$ cat src/common/acls_consts.vh
// register offsets, field positions and reset values of the audio setup / link status bank
`ifndef ACLS_CONSTS_VH
`define ACLS_CONSTS_VH

// ****************************************
// register offsets
// ****************************************
`define ACLS_AUDIO_SETUP_ADDR 8'h55
`define ACLS_LINK_STATUS_ADDR 8'h5A
`define ACLS_BRIDGE_CTL_ADDR 8'h60

// ****************************************
// reset values and write masks
// ****************************************
`define ACLS_AUDIO_SETUP_RESET 8'h0C
`define ACLS_LINK_STATUS_RESET 8'h00
`define ACLS_BRIDGE_CTL_RESET 8'h00
`define ACLS_AUDIO_SETUP_MASK 8'hCF
`define ACLS_BRIDGE_CTL_MASK 8'h02

// ****************************************
// audio setup fields
// ****************************************
`define ACLS_AS_TDM_CONV 7
`define ACLS_AS_RX_AUDIO_OUT 6
`define ACLS_AS_FLUSH_TYPE 3
`define ACLS_AS_FLUSH_AUDIO_INFO 2
`define ACLS_AS_FLUSH_VIDEO_INFO 1
`define ACLS_AS_FLUSH_CLOCK_REGEN 0

// ****************************************
// link status fields
// ****************************************
`define ACLS_LS_LINK_READY 7
`define ACLS_LS_TX_ACTIVE 6
`define ACLS_LS_PORT_HI 5
`define ACLS_LS_PORT_LO 4
`define ACLS_LS_SYMBOLS 3
`define ACLS_LS_PLL_LOCK 2
`define ACLS_LS_NO_CLOCK 1
`define ACLS_LS_CLK_STEADY 0

// ****************************************
// bridge control fields and encodings
// ****************************************
`define ACLS_BC_AUDIO_SRC 1
`define ACLS_SRC_RX_ONLY 1'h0
`define ACLS_PORT_DUAL 2'h0
`define ACLS_PORT_SINGLE0 2'h1
`define ACLS_PORT_SINGLE1 2'h2
`define ACLS_PORT_REPLICATE 2'h3

`endif

$ cat src/acls_sync.v
// three-stage synchroniser for one status level from outside the clock domain
`timescale 1ns/100ps
`default_nettype none

module acls_sync (
    // clock and reset
    input wire ref_clk,
    input wire rst,
    // level in and out
    input wire async_in,
    output reg sync_out
);

reg stage1;
reg stage2;
reg stage3;

// stage1 only feeds stage2; the output moves once stages 2 and 3 agree
always @(posedge ref_clk or posedge rst) begin
    if (rst) begin
        stage1 <= 1'h0;
        stage2 <= 1'h0;
        stage3 <= 1'h0;
        sync_out <= 1'h0;
    end else begin
        stage1 <= async_in;
        stage2 <= stage1;
        stage3 <= stage2;
        if (stage2 == stage3) begin
            sync_out <= stage3;
        end
    end
end

endmodule
`default_nettype wire

$ cat src/acls_bank.v
// audio setup and link status register bank with audio fifo flush control
// Overview of operation
// - bit 7 of audio setup enables tdm converter; its clock feeds downstream audio
// - bit 6 drives received audio to serial pins, only when source is received-only
// - bit 3 flushes received-audio fifo on audio type change
// - bit 2 flushes received-audio fifo on audio infoframe checksum change
// - bit 1 flushes received-audio fifo on video infoframe checksum change
// - bit 0 flushes received-audio fifo on clock regen n or cts change
// - link status bit 7 shows downstream link ready
// - bit 6 shows transmitter active, only after valid input and mode entered
// - bits 5:4 show port mode while transmit status is one
// - bit 3 shows valid symbols recovered from input link
// - bit 2 shows input pll locked
// - bit 1 shows no input clock above low-frequency limit
// - bit 0 shows input clock frequency stable
// - audio source zero selects received audio, one selects local serial pins
`timescale 1ns/100ps
`default_nettype none
`include "acls_consts.vh"

module acls_bank (
    // clock and reset
    input wire ref_clk,
    input wire rst,
    // register port
    input wire [7:0] reg_addr,
    input wire [7:0] reg_wdata,
    input wire reg_wr,
    input wire reg_rd,
    output reg [7:0] reg_rdata,
    // raw link status levels, from other clock domains
    input wire link_ready_in,
    input wire tx_locked_in,
    input wire [1:0] port_mode_in,
    input wire symbols_valid_in,
    input wire pll_lock_in,
    input wire no_clock_in,
    input wire clock_steady_in,
    // audio change events, same clock, one-cycle pulses
    input wire audio_type_changed,
    input wire audio_info_changed,
    input wire video_info_changed,
    input wire clock_regen_changed,
    // audio control outputs
    output reg tdm_conv_enable,
    output reg audio_clk_from_tdm,
    output reg rx_audio_to_pins,
    output reg local_audio_select,
    output reg audio_fifo_flush
);

// ****************************************
// synchronise status inputs
// ****************************************
wire [7:0] raw_status;
wire [7:0] sync_status;

assign raw_status = {link_ready_in, tx_locked_in, port_mode_in, symbols_valid_in,
                     pll_lock_in, no_clock_in, clock_steady_in};

genvar gi;
generate
    for (gi = 0; gi < 8; gi = gi + 1) begin : g_sync
        acls_sync u_sync (
            .ref_clk(ref_clk),
            .rst(rst),
            .async_in(raw_status[gi]),
            .sync_out(sync_status[gi])
        );
    end
endgenerate

// ****************************************
// status coherence filter
// ****************************************
// each bit has its own synchroniser, so the two port mode bits may land a cycle
// apart; a word is taken only once it has held for two samples, which costs
// two cycles of status latency but never shows a half-moved mode code
reg [7:0] status_prev;
reg [7:0] status_held;

always @(posedge ref_clk or posedge rst) begin
    if (rst) begin
        status_prev <= `ACLS_LINK_STATUS_RESET;
        status_held <= `ACLS_LINK_STATUS_RESET;
    end else begin
        status_prev <= sync_status;
        if (sync_status == status_prev) begin
            status_held <= sync_status;
        end
    end
end

// ****************************************
// status fields
// ****************************************
wire downstream_link_ready;
wire tx_locked;
wire [1:0] serial_port_mode;
wire input_symbols_recovered;
wire input_pll_locked;
wire no_input_clock;
wire input_clock_steady;
wire serial_tx_active;

// raw_status packs the levels in register order, so field positions index it directly
assign downstream_link_ready = status_held[`ACLS_LS_LINK_READY];
assign tx_locked = status_held[`ACLS_LS_TX_ACTIVE];
assign serial_port_mode = status_held[`ACLS_LS_PORT_HI:`ACLS_LS_PORT_LO];
assign input_symbols_recovered = status_held[`ACLS_LS_SYMBOLS];
assign input_pll_locked = status_held[`ACLS_LS_PLL_LOCK];
assign no_input_clock = status_held[`ACLS_LS_NO_CLOCK];
assign input_clock_steady = status_held[`ACLS_LS_CLK_STEADY];
// a locked transmitter counts only once valid input is being recovered
assign serial_tx_active = tx_locked & input_symbols_recovered;

// ****************************************
// address decode
// ****************************************
function [2:0] decode;
    input [7:0] addr;
    begin
        if (addr == `ACLS_AUDIO_SETUP_ADDR) begin
            decode = 3'h1;
        end else if (addr == `ACLS_LINK_STATUS_ADDR) begin
            decode = 3'h2;
        end else if (addr == `ACLS_BRIDGE_CTL_ADDR) begin
            decode = 3'h4;
        end else begin
            decode = 3'h0;
        end
    end
endfunction

wire [2:0] wr_sel;
wire [2:0] rd_sel;
assign wr_sel = reg_wr ? decode(reg_addr) : 3'h0;
assign rd_sel = reg_rd ? decode(reg_addr) : 3'h0;

// named strobes; the status register has no write strobe, so a write there is dropped
wire wr_audio_setup;
wire wr_bridge_ctl;
wire rd_audio_setup;
wire rd_link_status;
wire rd_bridge_ctl;

assign wr_audio_setup = wr_sel[0];
assign wr_bridge_ctl = wr_sel[2];
assign rd_audio_setup = rd_sel[0];
assign rd_link_status = rd_sel[1];
assign rd_bridge_ctl = rd_sel[2];

// ****************************************
// writable registers
// ****************************************
reg [7:0] audio_setup;
reg [7:0] bridge_ctl;
reg [7:0] next_audio_setup;
reg [7:0] next_bridge_ctl;

// reserved bits are masked on the way in, so they can never read back as one
always @* begin
    next_audio_setup = audio_setup;
    if (wr_audio_setup) begin
        next_audio_setup = reg_wdata & `ACLS_AUDIO_SETUP_MASK;
    end
end

// bridge_ctl stands in for the bridge configuration kept elsewhere; only the source bit is held
always @* begin
    next_bridge_ctl = bridge_ctl;
    if (wr_bridge_ctl) begin
        next_bridge_ctl = reg_wdata & `ACLS_BRIDGE_CTL_MASK;
    end
end

always @(posedge ref_clk or posedge rst) begin
    if (rst) begin
        audio_setup <= `ACLS_AUDIO_SETUP_RESET;
        bridge_ctl <= `ACLS_BRIDGE_CTL_RESET;
    end else begin
        audio_setup <= next_audio_setup;
        bridge_ctl <= next_bridge_ctl;
    end
end

// ****************************************
// audio setup fields
// ****************************************
wire tdm_conv_on;
wire rx_audio_out_on;
wire fifo_flush_on_type_change;
wire fifo_flush_on_audio_info_change;
wire fifo_flush_on_video_info_change;
wire fifo_flush_on_clock_regen_change;

assign tdm_conv_on = audio_setup[`ACLS_AS_TDM_CONV];
assign rx_audio_out_on = audio_setup[`ACLS_AS_RX_AUDIO_OUT];
assign fifo_flush_on_type_change = audio_setup[`ACLS_AS_FLUSH_TYPE];
assign fifo_flush_on_audio_info_change = audio_setup[`ACLS_AS_FLUSH_AUDIO_INFO];
assign fifo_flush_on_video_info_change = audio_setup[`ACLS_AS_FLUSH_VIDEO_INFO];
assign fifo_flush_on_clock_regen_change = audio_setup[`ACLS_AS_FLUSH_CLOCK_REGEN];

// ****************************************
// link status assembly
// ****************************************
reg [7:0] link_status;

// port mode shows only while the transmitter reports active; otherwise it reads
// as zero, so software never mistakes a stale mode for a live one
always @* begin
    link_status = `ACLS_LINK_STATUS_RESET;
    link_status[`ACLS_LS_LINK_READY] = downstream_link_ready;
    link_status[`ACLS_LS_TX_ACTIVE] = serial_tx_active;
    if (serial_tx_active) begin
        link_status[`ACLS_LS_PORT_HI:`ACLS_LS_PORT_LO] = serial_port_mode;
    end
    link_status[`ACLS_LS_SYMBOLS] = input_symbols_recovered;
    link_status[`ACLS_LS_PLL_LOCK] = input_pll_locked;
    link_status[`ACLS_LS_NO_CLOCK] = no_input_clock;
    link_status[`ACLS_LS_CLK_STEADY] = input_clock_steady;
end

// ****************************************
// read port
// ****************************************
reg [7:0] next_rdata;

// status is read live; nothing latches or clears on a read
always @* begin
    if (rd_audio_setup) begin
        next_rdata = audio_setup;
    end else if (rd_link_status) begin
        next_rdata = link_status;
    end else if (rd_bridge_ctl) begin
        next_rdata = bridge_ctl;
    end else begin
        next_rdata = 8'h00;
    end
end

// read data valid only in the cycle after the strobe
always @(posedge ref_clk or posedge rst) begin
    if (rst) begin
        reg_rdata <= 8'h00;
    end else begin
        reg_rdata <= next_rdata;
    end
end

// ****************************************
// audio control
// ****************************************
wire src_local;
wire src_received;
wire next_flush;
wire [3:0] flush_enable;
wire [3:0] change_event;
wire [3:0] flush_request;

assign src_local = bridge_ctl[`ACLS_BC_AUDIO_SRC];
// the source field is one bit here; received-only is its zero code
assign src_received = (src_local == `ACLS_SRC_RX_ONLY);

// audio setup bits 3 down to 0 pair with the four change pulses in the same order
assign flush_enable[3] = fifo_flush_on_type_change;
assign flush_enable[2] = fifo_flush_on_audio_info_change;
assign flush_enable[1] = fifo_flush_on_video_info_change;
assign flush_enable[0] = fifo_flush_on_clock_regen_change;
assign change_event[3] = audio_type_changed;
assign change_event[2] = audio_info_changed;
assign change_event[1] = video_info_changed;
assign change_event[0] = clock_regen_changed;

genvar fi;
generate
    for (fi = 0; fi < 4; fi = fi + 1) begin : g_flush
        assign flush_request[fi] = flush_enable[fi] & change_event[fi];
    end
endgenerate

// pulses in one cycle merge into a single flush; the fifo needs only one
assign next_flush = |flush_request;

always @(posedge ref_clk or posedge rst) begin
    if (rst) begin
        tdm_conv_enable <= 1'h0;
        audio_clk_from_tdm <= 1'h0;
        rx_audio_to_pins <= 1'h0;
        local_audio_select <= 1'h0;
        audio_fifo_flush <= 1'h0;
    end else begin
        tdm_conv_enable <= tdm_conv_on;
        audio_clk_from_tdm <= tdm_conv_on;
        rx_audio_to_pins <= rx_audio_out_on & src_received;
        local_audio_select <= src_local;
        audio_fifo_flush <= next_flush;
    end
end

endmodule
`default_nettype wire

$ cat config.mk
export PLATFORM = sky130hd
export DESIGN_NAME = acls_bank
export DESIGN_NICKNAME = d
export VERILOG_FILES = /design/src/acls_sync.v /design/src/acls_bank.v
export VERILOG_INCLUDE_DIRS = /design/src /design/src/common
export SDC_FILE = /design/constraint.sdc
export NUM_CORES = 1
export LEC_CHECK = 0
export ABC_AREA = 1
export BUFFER_PORTS_ARGS = -buffer_cell sky130_fd_sc_hd__buf_2
export CAP_MARGIN = 20
export CORE_MARGIN = 4
export CORE_UTILIZATION = 51
export CTS_BUF_LIST = sky130_fd_sc_hd__clkbuf_4 sky130_fd_sc_hd__clkbuf_8
export CTS_CLUSTER_SIZE = 16
export DETAILED_ROUTE_END_ITERATION = 10
export PLACE_DENSITY = 0.73
export SYNTH_ARGS = -nofsm -noshare
export SYNTH_HDL_FRONTEND = slang
export SYNTH_SLANG_ARGS = --single-unit
$ cat constraint.sdc
create_clock -name ref_clk -period 2 [get_ports ref_clk]
set_input_delay 0.3 -clock ref_clk [delete_from_list [all_inputs] [get_ports ref_clk]]
set_output_delay 0.3 -clock ref_clk [all_outputs]
set_load 0.03 [all_outputs]
==> summary.md <==
| Metric | Value |
|---|---|
| Status | finished, final reports clean |
| # fillers | 345 |
| Final ANT Viol Nets | 0 |
| Clk sinks | 67 |
| GPL Wtd Cong | between 0.8 and 0.9 |
| WL met1 | 1590 microns |
| Max incr delay on CP | 420 ps |
| Sw frac | a little under a quarter |
| Final-report setup violation count | 0 |
| Critical Path, Cell by Cell | xnor2_1, nand2_1, nor2_4, nand2_4, nand2_1, nand2_1 |
| IO Port Bufs | 42 |
| H-Tree Depth | 3 |
| Dpl hpwl | 2600 microns |
| WL final | 3790 microns |
| Drt initial violations | 81 |
| Wire length on met2 | 1820 microns |
| Data arrival, critical path | 1510 ps |
| Yosys reg bits | 67 |
| Chip height | 76.2 microns |
| Die span in x | between 70 and 80 microns |
| Yosys warns | 0 |
| Synth top area cells | dfrtp_1 69%, nand2_1 6.3%, maj3_1 3.4% |
| Reg power frac | ~50% |
| Vias/cell | 4.80 |
| HP Start | no_clock_in |
| CTS clock-pin slew for the worst setup and hold paths | 70 ps |
| Routed length per instance | approximately 12 microns |
| Max-slew violations | 0 |
| Ports | 45 |
| Area Growth Syn to Fin | 22.8% |
| Clock Tree Root | clkbuf_8 |
| WS Path Type | reg -> reg |
| Initial antenna violation count | 0 |
| CP most frequent cell | nand2_1 |
| Pre-Repair DR Iteration Count | 4 |
| WP data required | 2220 ps |
| Max cap viols | 0 |
| Net Count, Synth | 224 |
| Max IR drop VDD | 705 uV |
| Final Skew | 7.55 ps |
| Seq/Total Area, Yosys | 70.8% |
| Clk_lat worst skew | 330 ps |
| Reg2reg path depth | 6 |
| WHS Path Cells | 1 |
| GRT Overall Usage | 14.9% |
| Tcrit/Tclk final | between 60% and 70% |
| Reg-to-reg endpoint | status_held[3] |
| Final hold vios | 0 |
| Minimum clock period | 1290 ps |
| Leakage | 1.46 nW |
| HP Class | in -> reg |
| Internal Pwr Total | 2.41 mW |
| Hold endpoint | g_sync[1].u_sync.stage1 |
| Synth cell types | 20 |
| Logic pwr share | roughly 7.9% |
| Die area | 5800 sq um |
| RSZ-0062 raised after global routing | no |
| Switching pwr | 717 uW |
| Initial Util | 53.7% |
| Clock buffer depth | 2 |
| Avg Cell Area, Syn | 12.3 sq um |
| Startpoint Class | flip-flop |
| CORE AREA | 4410 sq um |
| Synth area leader | dfrtp_1 |
| First-pass GRT wire length | 6800 microns |
| Synth top area share | 68.6% |
| Nets | 279 |
| Post-CTS Resized | 0 |
| CP Max Fanout | 9 |
| PD cells | 1070 nW/um^2 |
| R2R Path Start | g_sync[0].u_sync.sync_out |
| Top layer reached by signal wires | met4 |
| Via count | 1,460 |
| Maximum clock frequency | between 700 and 800 MHz |
| DRC | 0 |
| Util after Layout | between 60% and 70% |
| N_diodes | 0 |
| Row count | 24 |
| Vias in the first global route | ~1,500 |
| Largest net degree at the start of global routing | 28 |
| TritonCTS buffer count | 9 |
| Element type at the critical path end | flip-flop |
| Max-slew headroom | 74.9% |
| Clock power share | 42.5% |
| Slew @ Worst Pin | roughly 380 ps |
| Share of cells above drive strength 1 | 30.2% |
| Setup TNS | 0 ps |
| Met3 WL | 313 microns |
| Synthesized area | between 2000 and 2500 sq um |
| Overflow after GRT | 0 |
| Reg2reg setup slack | 710 ps |
| TritonCTS clock tree | built |
| Slowest CP cell | dfrtp_1 |
| Synth Instances | 192 |
[synthesized netlist by cell type]
cell type   n
a21oi_4     1
buf_4       1
buf_6       1
dfrtp_1    65
dfstp_2     2
inv_1      17
inv_2       1
maj3_1      8
nand2_1    40
nand2_2     2
nand2_4     1
nand3_1    15
nand4_1     5
nor2_1      6
nor2_2      2
nor2_4      4
nor3_4      1
o21ai_0    11
o31ai_1     1
xnor2_1     8
[power groups by stage]
| stage | Combinational [mW] | Clock [mW] | Sequential (mW) |
|---|---|---|---|
| 2_1_floorplan | 0.165 | 0 | 1.57 |
| 3_3_place_gp | 0.241 | 0 | 1.57 |
| 3_5_place_dp | 0.250 | 0 | 1.58 |
| 4_1_cts | 0.253 | 1.36 | 1.55 |
| 5_1_grt | 0.286 | 1.43 | 1.57 |
| 6_report | 0.248 | 1.33 | 1.55 |
[cell families (layout without fill, tap and decap cells)]
| logic type | after synthesis | count (layout) | share of synthesized area [%] |
|---|---|---|---|
| AO/OA/AOI/OAI | 13 | 13 | 3.32 |
| XOR/XNOR | 8 | 8 | 2.96 |
| adder cells (fa/ha/maj) | 8 | 8 | 3.38 |
| buffers and inverters | 20 | 80 | 3.64 |
| flip-flops | 67 | 67 | 70.8 |
| AND/OR/NAND/NOR | 76 | 76 | 15.9 |
[registers in the layout (all words and copies together) (netlist names)]
name and flops:
audio_clk_from_tdm 1, audio_fifo_flush 1, audio_setup 6, bridge_ctl 1, g_sync.u_sync.stage1 8, g_sync.u_sync.stage2 8, g_sync.u_sync.stage3 8, g_sync.u_sync.sync_out 8
local_audio_select 1, reg_rdata 8, rx_audio_to_pins 1, status_held 8, status_prev 8
[per-layer routing]
metal / global-route usage [%] / vias to the layer above
met5: 0 / -
met1: 17.4 / 678
met4: 6.82 / 0
met2: 23.4 / 48
li1: - / 729
met3: 6.62 / 5
[worst max-delay path by stage]
stage	start	to	slack [ps]	depth (start not counted)
global route	g_sync[4].u_sync.sync_out	status_held[0]	540	6
finish	g_sync[0].u_sync.sync_out	status_held[3]	710	6
floorplan	rst	audio_clk_from_tdm	20	1
global placement	reg_addr[0]	reg_rdata[4]	720	6
detailed placement	g_sync[1].u_sync.sync_out	status_held[1]	710	6
CTS	g_sync[0].u_sync.sync_out	status_held[3]	690	6
[through the flow]
step | worst slack, ps | hold slack, ps | instance area [sq um] | power (mW) | instances
6_report | 712 | 70.2 | 2910 | 3.13 | 304
5_1_grt | 545 | 38.9 | 2910 | 3.28 | 304
4_1_cts | 693 | 49.6 | 2910 | 3.17 | 304
3_5_place_dp | 707 | 298 | 2660 | 1.83 | 287
3_3_place_gp | 719 | 291 | 2660 | 1.81 | 287
2_1_floorplan | 20.2 | 331 | 2370 | 1.73 | 192
[final cells by class]
class / instances / area [sq um] / share of cell area [%]
Clock buffer: 9 / 124 / 4.25
Clock inverter: 7 / 116 / 3.99
Multi-Input combinational cell: 105 / 606 / 20.8
Inverter: 18 / 67.6 / 2.32
Sequential cell: 67 / 1680 / 57.6
Timing Repair Buffer: 46 / 255 / 8.76
Tap cell: 52 / 65.1 / 2.23
[layout by cell type, fill, tap and decap left out, types with 2 or more instances in the layout]
cell type and instances:
nand2_1 40, xnor2_1 8, nand2_2 2, nand3_1 15, inv_2 2, buf_2 42
nor2_1 6, bufinv_16 3, nand4_1 5, nor2_2 2, inv_1 16, clkbuf_8 9
dfstp_2 2, clkinv_2 2, buf_4 2, maj3_1 8, o21ai_0 11, dfrtp_1 65
nor2_4 4
[worst max-delay path, delay by kind of cell (launching register included)]
kind          cells  cell delay, ps
xor+xnor          1             170
simple gates      5             590
flops             1             420
[what timing repair did]
item,4_1_cts,5_1_grt
hold buffers,1,0
endpoints found under the hold margin,14,0
setup endpoints to repair,0,0
buffers inserted,0,0
No activity file was read; power rests on OpenSTA's default activity.
